### src/common/gpc_pkg.sv
// Constants shared by the port block
package gpc_pkg;
  localparam int          PORT_W        = 8;
  localparam int          MAX_PORTS     = 9;
  localparam int          MIN_PORTS     = 7;
  // Port indices
  localparam int          BANK_B        = 1;
  localparam int          BANK_D        = 3;
  localparam int          BANK_E        = 4;
  localparam int          BANK_G        = 6;
  localparam int          BANK_J        = 8;
  // Per-port register offsets and control register addresses, port base is index times four
  localparam logic [1:0]  SUB_DIR       = 2'h0;
  localparam logic [1:0]  SUB_PINS      = 2'h1;
  localparam logic [1:0]  SUB_HOLD      = 2'h2;
  localparam logic [7:0]  ADDR_IRQ_CTRL = 8'h40;
  localparam logic [7:0]  ADDR_IRQ_CTL2 = 8'h41;
  // Field positions
  localparam int          CTRL_FLAG_BIT = 0;
  localparam int          CTRL_EN_BIT   = 3;
  localparam int          CTL2_PRIO_BIT = 0;
  localparam int          CTL2_PU_B_BIT = 7;
  localparam int          G_PU_D_BIT    = 7;
  localparam int          G_PU_E_BIT    = 6;
  localparam int          G_PU_J_BIT    = 5;
  localparam int          CHG_LO        = 4;
  localparam int          CHG_HI        = 7;
  // Reset values
  localparam logic [7:0]  DIR_RST       = 8'hff;
  localparam logic [7:0]  HOLD_RST      = 8'h00;
endpackage

### src/hdl/gpc_port.sv
// General purpose port block with bank B change interrupt
`timescale 1ns/10ps
module gpc_port #(
  parameter int NUM_PORTS   = 9,
  parameter bit HAS_J_PU    = 1'b1
) (
  input  wire logic                                  clock,
  input  wire logic                                  rst_n,
  input  wire logic [7:0]                            addr,
  input  wire logic [7:0]                            wdata,
  input  wire logic                                  wr_en,
  input  wire logic                                  rd_en,
  output logic      [7:0]                            rdata,
  input  wire logic [NUM_PORTS*gpc_pkg::PORT_W-1:0]  pin_in,
  output logic      [NUM_PORTS*gpc_pkg::PORT_W-1:0]  pin_out,
  output logic      [NUM_PORTS*gpc_pkg::PORT_W-1:0]  pin_oe_n,
  output logic      [NUM_PORTS*gpc_pkg::PORT_W-1:0]  pullup_en,
  input  wire logic [NUM_PORTS*gpc_pkg::PORT_W-1:0]  periph_sel,
  input  wire logic [NUM_PORTS*gpc_pkg::PORT_W-1:0]  periph_out,
  input  wire logic [NUM_PORTS*gpc_pkg::PORT_W-1:0]  periph_oe_n,
  output logic                                       irq,
  output logic                                       irq_high
);
  localparam int         W    = gpc_pkg::PORT_W;
  localparam logic [3:0] NP   = 4'(NUM_PORTS);
  localparam bit         J_PU = HAS_J_PU && (NUM_PORTS == gpc_pkg::MAX_PORTS);

  // Variant check
  generate
    if (NUM_PORTS < gpc_pkg::MIN_PORTS || NUM_PORTS > gpc_pkg::MAX_PORTS)
    begin : g_bad
      $error("NUM_PORTS must lie between 7 and 9");
    end
    // Field layout checks
    if (gpc_pkg::PORT_W != 8)
    begin : g_bad_w
      $error("Port width must be 8");
    end
    if (gpc_pkg::CHG_HI - gpc_pkg::CHG_LO != 3)
    begin : g_bad_chg
      $error("Change window must span four pins");
    end
    if (gpc_pkg::CHG_HI >= gpc_pkg::PORT_W)
    begin : g_bad_chg_top
      $error("Change window must lie inside the port");
    end
    if (gpc_pkg::BANK_B >= gpc_pkg::MIN_PORTS || gpc_pkg::BANK_D >= gpc_pkg::MIN_PORTS
        || gpc_pkg::BANK_E >= gpc_pkg::MIN_PORTS || gpc_pkg::BANK_G >= gpc_pkg::MIN_PORTS)
    begin : g_bad_bank
      $error("Banks B to G must exist in every variant");
    end
    if (gpc_pkg::BANK_J != gpc_pkg::MAX_PORTS - 1)
    begin : g_bad_j
      $error("Bank J must be the last port");
    end
    if (gpc_pkg::MAX_PORTS > 16)
    begin : g_bad_max
      $error("Port field of the address holds sixteen ports");
    end
    if (gpc_pkg::SUB_DIR == gpc_pkg::SUB_PINS || gpc_pkg::SUB_PINS == gpc_pkg::SUB_HOLD
        || gpc_pkg::SUB_DIR == gpc_pkg::SUB_HOLD)
    begin : g_bad_sub
      $error("Port register codes must differ");
    end
    if (gpc_pkg::ADDR_IRQ_CTRL[7:6] == 2'h0 || gpc_pkg::ADDR_IRQ_CTL2[7:6] == 2'h0)
    begin : g_bad_addr
      $error("Control registers must sit above the port window");
    end
    if (gpc_pkg::CTRL_FLAG_BIT == gpc_pkg::CTRL_EN_BIT)
    begin : g_bad_ctrl
      $error("Flag and enable bits must differ");
    end
    if (gpc_pkg::CTL2_PRIO_BIT == gpc_pkg::CTL2_PU_B_BIT)
    begin : g_bad_ctl2
      $error("Priority and pull-up bits must differ");
    end
    if (gpc_pkg::G_PU_D_BIT == gpc_pkg::G_PU_E_BIT || gpc_pkg::G_PU_E_BIT == gpc_pkg::G_PU_J_BIT)
    begin : g_bad_gpu
      $error("Pull-up enable bits must differ");
    end
  endgenerate

  logic [NUM_PORTS-1:0][W-1:0] dir_q;
  logic [NUM_PORTS-1:0][W-1:0] dir_d;
  logic [NUM_PORTS-1:0][W-1:0] hold_q;
  logic [NUM_PORTS-1:0][W-1:0] hold_d;
  logic [NUM_PORTS-1:0][W-1:0] pins;
  logic                        flag_q;
  logic                        flag_d;
  logic                        chg_en_q;
  logic                        chg_en_d;
  logic                        prio_q;
  logic                        prio_d;
  logic                        pu_b_q;
  logic                        pu_b_d;
  logic                        pu_d_q;
  logic                        pu_d_d;
  logic                        pu_e_q;
  logic                        pu_e_d;
  logic                        pu_j_q;
  logic                        pu_j_d;
  logic [3:0]                  last_q;
  logic [3:0]                  last_d;
  logic                        primed_q;
  logic                        primed_d;
  logic [7:0]                  rdata_q;
  logic [7:0]                  rdata_d;
  logic [3:0]                  sel_port;
  logic [1:0]                  sel_sub;
  logic                        port_hit;
  logic                        chg_event;
  logic [3:0]                  b_now;
  logic [3:0]                  b_dir;
  logic [3:0]                  chg_bits;
  logic                        wr_ctrl;
  logic                        wr_ctl2;
  logic                        wr_gpins;
  logic                        rd_ctrl;
  logic                        rd_ctl2;
  logic                        rd_gpins;
  logic                        port_in_range;
  logic                        sub_mapped;

  assign pins          = pin_in;
  assign sel_port      = addr[5:2];
  assign sel_sub       = addr[1:0];
  assign port_in_range = (addr[7:6] == 2'h0) && (sel_port < NP);
  assign sub_mapped    = (sel_sub != 2'h3);
  assign port_hit      = port_in_range && sub_mapped;

  // Strobe decode for the control registers and the bank G pins register
  assign wr_ctrl  = wr_en && (addr == gpc_pkg::ADDR_IRQ_CTRL);
  assign wr_ctl2  = wr_en && (addr == gpc_pkg::ADDR_IRQ_CTL2);
  assign wr_gpins = wr_en && port_hit && (sel_port == 4'(gpc_pkg::BANK_G))
                    && (sel_sub == gpc_pkg::SUB_PINS);
  assign rd_ctrl  = rd_en && (addr == gpc_pkg::ADDR_IRQ_CTRL);
  assign rd_ctl2  = rd_en && (addr == gpc_pkg::ADDR_IRQ_CTL2);
  assign rd_gpins = rd_en && port_hit && (sel_port == 4'(gpc_pkg::BANK_G))
                    && (sel_sub == gpc_pkg::SUB_PINS);

  // Change detector on bank B upper nibble, one compare per pin
  assign b_now = pins[gpc_pkg::BANK_B][gpc_pkg::CHG_HI:gpc_pkg::CHG_LO];
  assign b_dir = dir_q[gpc_pkg::BANK_B][gpc_pkg::CHG_HI:gpc_pkg::CHG_LO];
  for (genvar gc = 0; gc <= gpc_pkg::CHG_HI - gpc_pkg::CHG_LO; gc++)
  begin : g_chg
    assign chg_bits[gc] = b_dir[gc] & (b_now[gc] ^ last_q[gc]);
  end
  assign chg_event = primed_q & (|chg_bits);

  // Port register writes
  always_comb
  begin
    dir_d  = dir_q;
    hold_d = hold_q;
    if (wr_en && port_hit)
    begin
      unique case (sel_sub)
        gpc_pkg::SUB_DIR:  dir_d[sel_port]  = wdata;
        gpc_pkg::SUB_PINS: hold_d[sel_port] = wdata;
        gpc_pkg::SUB_HOLD: hold_d[sel_port] = wdata;
        default:           hold_d[sel_port] = hold_q[sel_port];
      endcase
    end
  end

  always_ff @(posedge clock or negedge rst_n)
  begin
    if (!rst_n)
    begin
      dir_q  <= {NUM_PORTS{gpc_pkg::DIR_RST}};
      hold_q <= {NUM_PORTS{gpc_pkg::HOLD_RST}};
    end
    else
    begin
      dir_q  <= dir_d;
      hold_q <= hold_d;
    end
  end

  // Interrupt control and change detector state
  always_comb
  begin
    chg_en_d = chg_en_q;
    prio_d   = prio_q;
    flag_d   = flag_q;
    last_d   = b_now;
    primed_d = 1'b1;
    if (wr_ctrl)
    begin
      chg_en_d = wdata[gpc_pkg::CTRL_EN_BIT];
      if (wdata[gpc_pkg::CTRL_FLAG_BIT])
        flag_d = 1'b0;
    end
    if (wr_ctl2)
      prio_d = wdata[gpc_pkg::CTL2_PRIO_BIT];
    // Set beats a same-cycle clear
    if (chg_event)
      flag_d = 1'b1;
  end

  always_ff @(posedge clock or negedge rst_n)
  begin
    if (!rst_n)
    begin
      chg_en_q <= 1'b0;
      prio_q   <= 1'b0;
      flag_q   <= 1'b0;
      last_q   <= 4'h0;
      primed_q <= 1'b0;
    end
    else
    begin
      chg_en_q <= chg_en_d;
      prio_q   <= prio_d;
      flag_q   <= flag_d;
      last_q   <= last_d;
      primed_q <= primed_d;
    end
  end

  // Pull-up control
  always_comb
  begin
    pu_b_d = pu_b_q;
    pu_d_d = pu_d_q;
    pu_e_d = pu_e_q;
    pu_j_d = pu_j_q;
    if (wr_ctl2)
      pu_b_d = wdata[gpc_pkg::CTL2_PU_B_BIT];
    if (wr_gpins)
    begin
      pu_d_d = wdata[gpc_pkg::G_PU_D_BIT];
      pu_e_d = wdata[gpc_pkg::G_PU_E_BIT];
      pu_j_d = J_PU ? wdata[gpc_pkg::G_PU_J_BIT] : 1'b0;
    end
  end

  always_ff @(posedge clock or negedge rst_n)
  begin
    if (!rst_n)
    begin
      pu_b_q <= 1'b0;
      pu_d_q <= 1'b0;
      pu_e_q <= 1'b0;
      pu_j_q <= 1'b0;
    end
    else
    begin
      pu_b_q <= pu_b_d;
      pu_d_q <= pu_d_d;
      pu_e_q <= pu_e_d;
      pu_j_q <= pu_j_d;
    end
  end

  assign irq      = flag_q & chg_en_q;
  assign irq_high = flag_q & chg_en_q & prio_q;

  // Read path, data valid the cycle after the strobe
  always_comb
  begin
    rdata_d = 8'h00;
    if (rd_en)
    begin
      if (port_hit)
      begin
        unique case (sel_sub)
          gpc_pkg::SUB_DIR:  rdata_d = dir_q[sel_port];
          gpc_pkg::SUB_PINS: rdata_d = pins[sel_port];
          gpc_pkg::SUB_HOLD: rdata_d = hold_q[sel_port];
          default:           rdata_d = 8'h00;
        endcase
        if (rd_gpins)
        begin
          rdata_d[gpc_pkg::G_PU_D_BIT] = pu_d_q;
          rdata_d[gpc_pkg::G_PU_E_BIT] = pu_e_q;
          rdata_d[gpc_pkg::G_PU_J_BIT] = pu_j_q;
        end
      end
      else if (rd_ctrl)
      begin
        rdata_d[gpc_pkg::CTRL_EN_BIT]   = chg_en_q;
        rdata_d[gpc_pkg::CTRL_FLAG_BIT] = flag_q;
      end
      else if (rd_ctl2)
      begin
        rdata_d[gpc_pkg::CTL2_PU_B_BIT] = pu_b_q;
        rdata_d[gpc_pkg::CTL2_PRIO_BIT] = prio_q;
      end
    end
  end

  always_ff @(posedge clock or negedge rst_n)
  begin
    if (!rst_n)
      rdata_q <= 8'h00;
    else
      rdata_q <= rdata_d;
  end

  assign rdata = rdata_q;

  // Pin drivers, one instance per port
  genvar gp;
  generate
    for (gp = 0; gp < NUM_PORTS; gp++)
    begin : g_port
      logic pu_ctrl;
      if (gp == gpc_pkg::BANK_B)
      begin : g_pb
        assign pu_ctrl = pu_b_q;
      end
      else if (gp == gpc_pkg::BANK_D)
      begin : g_pd
        assign pu_ctrl = pu_d_q;
      end
      else if (gp == gpc_pkg::BANK_E)
      begin : g_pe
        assign pu_ctrl = pu_e_q;
      end
      else if (gp == gpc_pkg::BANK_J && J_PU)
      begin : g_pj
        assign pu_ctrl = pu_j_q;
      end
      else
      begin : g_pn
        assign pu_ctrl = 1'b0;
      end
      for (genvar gb = 0; gb < W; gb++)
      begin : g_bit
        localparam int I = gp * W + gb;
        logic own_out;
        logic own_oe_n;
        assign own_out      = hold_q[gp][gb];
        assign own_oe_n     = dir_q[gp][gb];
        // Peripheral owns the pin when selected
        assign pin_out[I]   = periph_sel[I] ? periph_out[I] : own_out;
        assign pin_oe_n[I]  = periph_sel[I] ? periph_oe_n[I] : own_oe_n;
        // Pull-up released while the pin drives
        assign pullup_en[I] = pin_oe_n[I] ? pu_ctrl : 1'b0;
      end
    end
  endgenerate
endmodule

### config.mk
export PLATFORM = sky130hd
export DESIGN_NAME = gpc_port
export DESIGN_NICKNAME = d
export VERILOG_FILES = /design/src/common/gpc_pkg.sv /design/src/hdl/gpc_port.sv
export SDC_FILE = /design/constraint.sdc
export NUM_CORES = 1
export LEC_CHECK = 0
export BUFFER_PORTS_ARGS = -buffer_cell sky130_fd_sc_hd__buf_2
export CAP_MARGIN = 20
export CORE_AREA = 10 10 197 199
export DETAILED_ROUTE_END_ITERATION = 16
export DIE_AREA = 0 0 207 209
export GPL_ROUTABILITY_DRIVEN = 1
export PLACE_DENSITY = 0.69
export SYNTH_ARGS = -nofsm -noshare
export SYNTH_HDL_FRONTEND = slang
export SYNTH_SLANG_ARGS = --single-unit
export TNS_END_PERCENT = 5
### constraint.sdc
create_clock -name clock -period 3.3 [get_ports clock]
set_clock_uncertainty 0.2 [all_clocks]
set_input_delay 0 -clock clock [delete_from_list [all_inputs] [get_ports clock]]
set_output_delay 0 -clock clock [all_outputs]
set_load 0.02 [all_outputs]
-- Word level (Yosys, flattened, before mapping)
Index checks and enable logic that the tools add are counted.
- bits in registers: 164
- bits of input ports: 308
- logic and storage cells: 275
- output and inout bits: 226
- bitwise gates (word level): 12
- eq/ne operators: 6
- magnitude comparators: 3
- reductions and logical operators: 22
- muxes and demuxes: 204
- operators by type and width (kind ; number):
    72-bit bitwise mux ; 3
    1-bit 2-to-1 mux ; 187
    72-bit one-hot mux with 2 select lines ; 1
    8-bit binary-select mux with 4-bit select ; 3
    8-bit 2-to-1 mux ; 5
    8-bit demux with 4-bit select ; 1
    8-bit one-hot mux with 3 select lines ; 1
    8-bit by 7-bit equality test with 1-bit output (second input constant) ; 2
    1-bit logical AND ; 13
    1-bit AND ; 7
    3-bit 2-to-1 mux ; 2
    2-bit AND reduction ; 3
    4-bit by 5-bit < comparator with 1-bit output (second input constant) ; 1
    4-bit by 3-bit equality test with 1-bit output (second input constant) ; 1
    4-bit by 1-bit greater-or-equal comparator with 1-bit output (second input constant) ; 1
    2-bit logical NOT ; 2
    4-bit < comparator (second input constant) ; 1
    2-bit nonzero test ; 2
    4-bit OR reduction ; 1
    1-bit XOR ; 4
    2-bit by 1-bit equality test with 1-bit output (second input constant) ; 1
    2-bit equality test (second input constant) ; 1
    2-bit 2-to-1 mux ; 1
    2-bit != test (second input constant) ; 1
    2 further kinds ; 2

-- Depth between registers and ports, before layout
- depth after elaboration: 9
- mapped depth: 9
- gate-level depth less buffers: 7

-- Least setup slack after synthesis
No wires, ideal clock.
- kind: register -> register
- start point: reg hold_q, in the netlist g_port[1].g_bit[4].own_out
- end point: reg hold_q, in the netlist g_port[0].g_bit[4].own_out
- cell stages (with the launch flop): 6
- setup time: 0.137 ns
- period minus slack after synthesis: 1.819 ns
- path buffers: 0
- required time: 2.963 ns
- path slack: 1.481 ns
- arrival: 1.482 ns
- path through: dfrtp_1 mux4_1 a22oi_1 o21ai_1 mux2i_2 o21ai_0
- cells in the longest elaborated chain, start to end: 4
- ends and longest elaborated chain (what ; line ; source):
    from (decl) ; gpc_port.sv:85 ; logic [NUM_PORTS-1:0][W-1:0] hold_q;
    from (signal assigned) ; gpc_port.sv:171 ; hold_q <= {NUM_PORTS{gpc_pkg::HOLD_RST}};
    from (signal assigned) ; gpc_port.sv:176 ; hold_q <= hold_d;
    8-bit binary-select mux with 4-bit select ; gpc_port.sv:161 ; default: hold_d[sel_port] = hold_q[sel_port];
    8-bit 2-to-1 mux (not written as such) ; gpc_port.sv:161 ;
    72-bit bitwise mux ; gpc_port.sv:161 ;
    72-bit one-hot mux with 2 select lines ; gpc_port.sv:157 ; unique case (sel_sub)
No other way between the ends. The select of a mux whose other input is x is not followed.
A chain may end at the register's enable or synchronous reset.

-- Worst setup path after layout
- start point: in addr[7]
- end point: reg hold_q, in the netlist g_port[8].g_bit[6].own_out
- cells in the longest elaborated chain, start to end: 5
- ends and longest elaborated chain (what ; line ; source):
    from (decl) ; gpc_port.sv:9 ; input wire logic [7:0] addr,
    2-bit logical NOT ; gpc_port.sv:127 ; assign port_in_range = (addr[7:6] == 2'h0) && (sel_port < NP);
    1-bit logical AND ; gpc_port.sv:127 ;
    1-bit logical AND ; gpc_port.sv:129 ; assign port_hit = port_in_range && sub_mapped;
    1-bit logical AND ; gpc_port.sv:155 ; if (wr_en && port_hit)
    2-bit AND reduction (no source line) ; - ;
No other way between the ends.

==> qor_table.md <==
| Result | Value |
|---|---|
| Outcome | finished, final reports clean |
| Critical Path Sink Type | register |
| Startpoint of the lowest-slack register-to-register path | g_port[2].g_bit[4].own_out$_DFFE_PN0P_ |
| Post-route DRC violation count | 0 |
| CTS tree | done |
| Top-Level Pins | 534 |
| Peak ir drop on the vdd network | 0.3814 mV |
| Clock Sink Count | 164 |
| Final global-route overflow total | 0 |
| Row count | 69 |
| Routed met2 length | 24.98 mm |
| Longest Clk Path Bufs | 2 |
| Detailed-route wire length on metal 1 | 20.68 mm |
| Remaining max-slew budget at the tightest pin | 0.3902 |
| Port buffer count | 493 |
| Worst hold endpoint | rdata[4]$_DFF_PN0_ |
| Vias in the first global route | 10,550 |
| Wire length of the first global-routing pass | 72.16 mm |
| Count of warnings emitted by yosys | 0 |
| Post-detailed-placement half-perimeter wirelength | 41.48 mm |
| Number of hold violations in the final report | 0 |
| Prevailing post-synth register cell | sky130_fd_sc_hd__dfrtp_1 |
| Worst reg2reg path depth | 5 |
| Total Routing Usage GR | 0.2230 |
| Endpoint of the worst-slack reg-to-reg timing path | g_port[1].g_bit[4].own_out$_DFFE_PN0P_ |
| H-tree lvl count | 4 |
| Fin crit share | 0.8823 |
| Final setup TNS | 0 ns |
| Count of unique library cells instantiated by Yosys | 67 |
| Critical-path cell with the highest stage delay | sky130_fd_sc_hd__dlygate4sd3_1 |
| Via count | 9,721 |
| Post-synth EDFFs | 0 |
| Leakage power total | 7.137 nW |
| Area overhead of the layout relative to synthesis | 33.43% |
| Detailed-routed wire length on met3 | 3.740 mm |
| Path type of the worst min-delay path | in2reg |
| Endpoint required time on the critical path | 3.42 ns |
| Startpoint kind of the worst setup timing path | primary input |
| Sequential share of the synthesized area | 0.3911 |
| Wire length after detailed routing | 50.43 mm |
| Unrepaired setup endpoints after global routing | false |
| Layout filler cell count | 3,403 |
| Pre-CTS WS | 0.5807 ns |
| Post-route worst setup slack | 0.3886 ns |
| Number of antenna-violating nets in the routed design | 0 |
| Async S/R FF share, synth | 1.000 |
| Post-Syn Area | 0.01072 mm^2 |
| Number of instances on the worst hold path | 6 |
| Final net count | 1,711 |
| First-pass detailed-route iteration total | 6 |
| Routability cong. | 0.9688 |
| Number of setup violations in the final report | 0 |
| Most frequent CP cell | sky130_fd_sc_hd__dlygate4sd3_1 |
| Die outline area | 0.04326 mm^2 |
| Drt first-iter violations | 773 |
| Worst skew pair latency | 0.44 ns |
| CP arrival | 3.04 ns |
| R2R Setup Slk | 1.00 ns |
| Flop and latch count out of synthesis | 164 |
| Core Area | 0.03505 mm^2 |
| Die boundary width | 207 um |
| CTS Buf Count | 17 |
| Starting Density | 0.3060 |
| Synthesized netlist cell count | 892 |
| Slowest cell delay on critical path | 0.71 ns |
| Worst hold start | pin_in[60] |
| Highest metal layer with signal wires | met5 |
| Antenna violations before repair | 9 |
| Post-synthesis average cell area | 12.02 um^2 |
| Maximum number of pins on one net before global-route repair | 97 |
| Fraction of layout instances using a drive strength above 1 | 0.6558 |
| Post-CTS setup-driven buffer insertion count | 0 |
| Number of pins exceeding their max-slew limit in the final report | 0 |
| Critical path cell sequence | dlygate4sd3_1 > buf_2 > nor3_4 > dlygate4sd3_1 > and2_1 > nand4_1 > buf_4 > mux2_2 |
| Post-CTS Resized | 0 |
| Max Fanout on Critical Path | 9 |
| Number of vias per cell | 5.185 |
| MaxCap Viol Count | 0 |
| Clock transition at the register clock pins on the worst setup and hold paths after CTS | 0.07 ns |
| Transition at the pin with the smallest max-transition slack | 0.9138 ns |
| Achievable frequency | 0.3435 GHz |
| Clock period minus worst slack | 2.911 ns |
| Setup CP Type | in2reg |
| Overall die height | 209 um |
| Average detailed-routed wire length per instance | 26.89 um |
| Total power per unit cell area | 381.6 mW/mm^2 |
| Clock root buffer | sky130_fd_sc_hd__clkbuf_16 |
state kept, by name, indices dropped and copies added (netlist names):
signal / flops
chg_en_q: 1
last_q: 4
g_port.pu_ctrl: 4
flag_q: 1
rdata: 8
b_dir: 4
prio_q: 1
dir_q: 68
g_port.g_bit.own_out: 72
primed_q: 1
worst max-delay path by stage:
stage / end / depth (start not counted) / startpoint / slack [ns]
global placement: g_port[2].g_bit[2].own_out$_DFFE_PN0P_ / 7 / addr[2] / 0.65
floorplan: g_port[0].g_bit[4].own_out$_DFFE_PN0P_ / 5 / g_port[1].g_bit[4].own_out$_DFFE_PN0P_ / 1.48
global route: g_port[8].g_bit[6].own_out$_DFFE_PN0P_ / 8 / addr[7] / 0.33
finish: g_port[8].g_bit[6].own_out$_DFFE_PN0P_ / 8 / addr[7] / 0.39
CTS: g_port[8].g_bit[6].own_out$_DFFE_PN0P_ / 8 / addr[7] / 0.48
detailed placement: g_port[1].g_bit[2].own_out$_DFFE_PN0P_ / 7 / addr[2] / 0.58
where the power goes:
group | internal [mW] | switching (mW)
sequential | 2.15 | 0.142
combinational | 0.555 | 0.684
clock | 1.05 | 0.884
total | 3.75 | 1.71
worst max-delay path: cells and delay by family:
family / cells / cell delay (ns)
buf+inv: 4 / 1.76
mux: 1 / 0.27
simple gates: 3 / 1.01
cell usage after synthesis, types with 3 or more instances:
cell                       instances  share of area
sky130_fd_sc_hd__mux2_2          256           0.27
sky130_fd_sc_hd__dfrtp_1          92           0.21
sky130_fd_sc_hd__dfstp_2          72           0.18
sky130_fd_sc_hd__nand2_1          70          0.025
sky130_fd_sc_hd__o21ai_0          50          0.023
sky130_fd_sc_hd__buf_4            45          0.032
sky130_fd_sc_hd__and2_1           37          0.022
sky130_fd_sc_hd__mux2i_1          31          0.029
sky130_fd_sc_hd__mux4_2           27          0.057
sky130_fd_sc_hd__clkbuf_1         24         0.0084
sky130_fd_sc_hd__a22oi_1          12         0.0084
sky130_fd_sc_hd__nor2_1           12         0.0042
sky130_fd_sc_hd__buf_2            11         0.0051
sky130_fd_sc_hd__o221ai_1         10         0.0082
sky130_fd_sc_hd__a21oi_1           8         0.0037
sky130_fd_sc_hd__mux2_4            8          0.011
sky130_fd_sc_hd__buf_6             7         0.0074
sky130_fd_sc_hd__inv_1             7         0.0025
sky130_fd_sc_hd__nand4_1           7         0.0041
sky130_fd_sc_hd__nand3_1           6         0.0028
sky130_fd_sc_hd__nand3b_1          6         0.0042
sky130_fd_sc_hd__o211ai_1          5         0.0035
sky130_fd_sc_hd__o21ai_1           5         0.0023
sky130_fd_sc_hd__a221o_1           4         0.0037
sky130_fd_sc_hd__a221oi_1          4         0.0033
sky130_fd_sc_hd__a31oi_1           4         0.0023
sky130_fd_sc_hd__and3_1            4         0.0023
sky130_fd_sc_hd__ha_1              4         0.0047
sky130_fd_sc_hd__xor2_1            4         0.0033
sky130_fd_sc_hd__a22o_1            3         0.0025
sky130_fd_sc_hd__mux2i_2           3         0.0039
sky130_fd_sc_hd__mux4_1            3         0.0074
sky130_fd_sc_hd__nor2b_1           3         0.0018
sky130_fd_sc_hd__nor3_4            3         0.0046
through the flow:
step	utilization	instance area [um^2]	std cells	power (mW)	hold slack (ns)
finish	0.4082	14310	1875	5.460	0.01991
floorplan	-	10870	931	3.028	-0.4956
detailed placement	0.3853	13500	1817	3.547	-0.03969
global route	0.4082	14310	1875	5.689	0.05633
CTS	0.4081	14300	1873	5.503	0.007378
global placement	0.3853	13500	1817	3.529	-0.04265
cell families after synthesis:
kind of cell,Yosys count,synth area share
muxes,328,0.3769
adders and majority gates,4,0.004667
AOI/OAI and AO/OA,122,0.07607
other,2,0.0007003
xor gates and xnor gates,4,0.003266
and+or+nand+nor,171,0.08995
buffers and inverters,97,0.05740
DFF,164,0.3911
what timing repair did:
item                                   in CTS  in global routing
hold buffers                               24                  0
setup endpoints to repair                   0                  0
endpoints found under the hold margin     201                  0
placed cells by master (no fill, tap or decap), types with 12 or more instances in the layout:
cell / instances
sky130_fd_sc_hd__nand2_1: 70
sky130_fd_sc_hd__nor2_1: 12
sky130_fd_sc_hd__dlygate4sd3_1: 24
sky130_fd_sc_hd__o21ai_0: 50
sky130_fd_sc_hd__conb_1: 41
sky130_fd_sc_hd__buf_4: 20
sky130_fd_sc_hd__mux2i_1: 31
sky130_fd_sc_hd__buf_2: 491
sky130_fd_sc_hd__mux4_2: 27
sky130_fd_sc_hd__mux2_2: 256
sky130_fd_sc_hd__and2_1: 37
sky130_fd_sc_hd__dfrtp_1: 92
sky130_fd_sc_hd__clkbuf_16: 17
sky130_fd_sc_hd__dfstp_2: 72
sky130_fd_sc_hd__a22oi_1: 12
area by class of cell:
class                      count  area, um^2  area share
antenna                        2       5.005   0.0003498
clock buffer                  18       429.2     0.02999
clock inverter                14       130.1    0.009094
inverter                       9       33.78    0.002361
multi-input combinational    670        6061      0.4236
sequential                   164        4194      0.2931
tap                          461       576.8     0.04031
timing repair buffer         537        2879      0.2012
routing by layer:
metal,track usage,up-vias
met5,0,-
met4,0.05789,6
met3,0.06159,66
met2,0.3791,538
met1,0.2723,4849
li1,-,4262
Note: power is estimated with default switching activity, not from simulation.
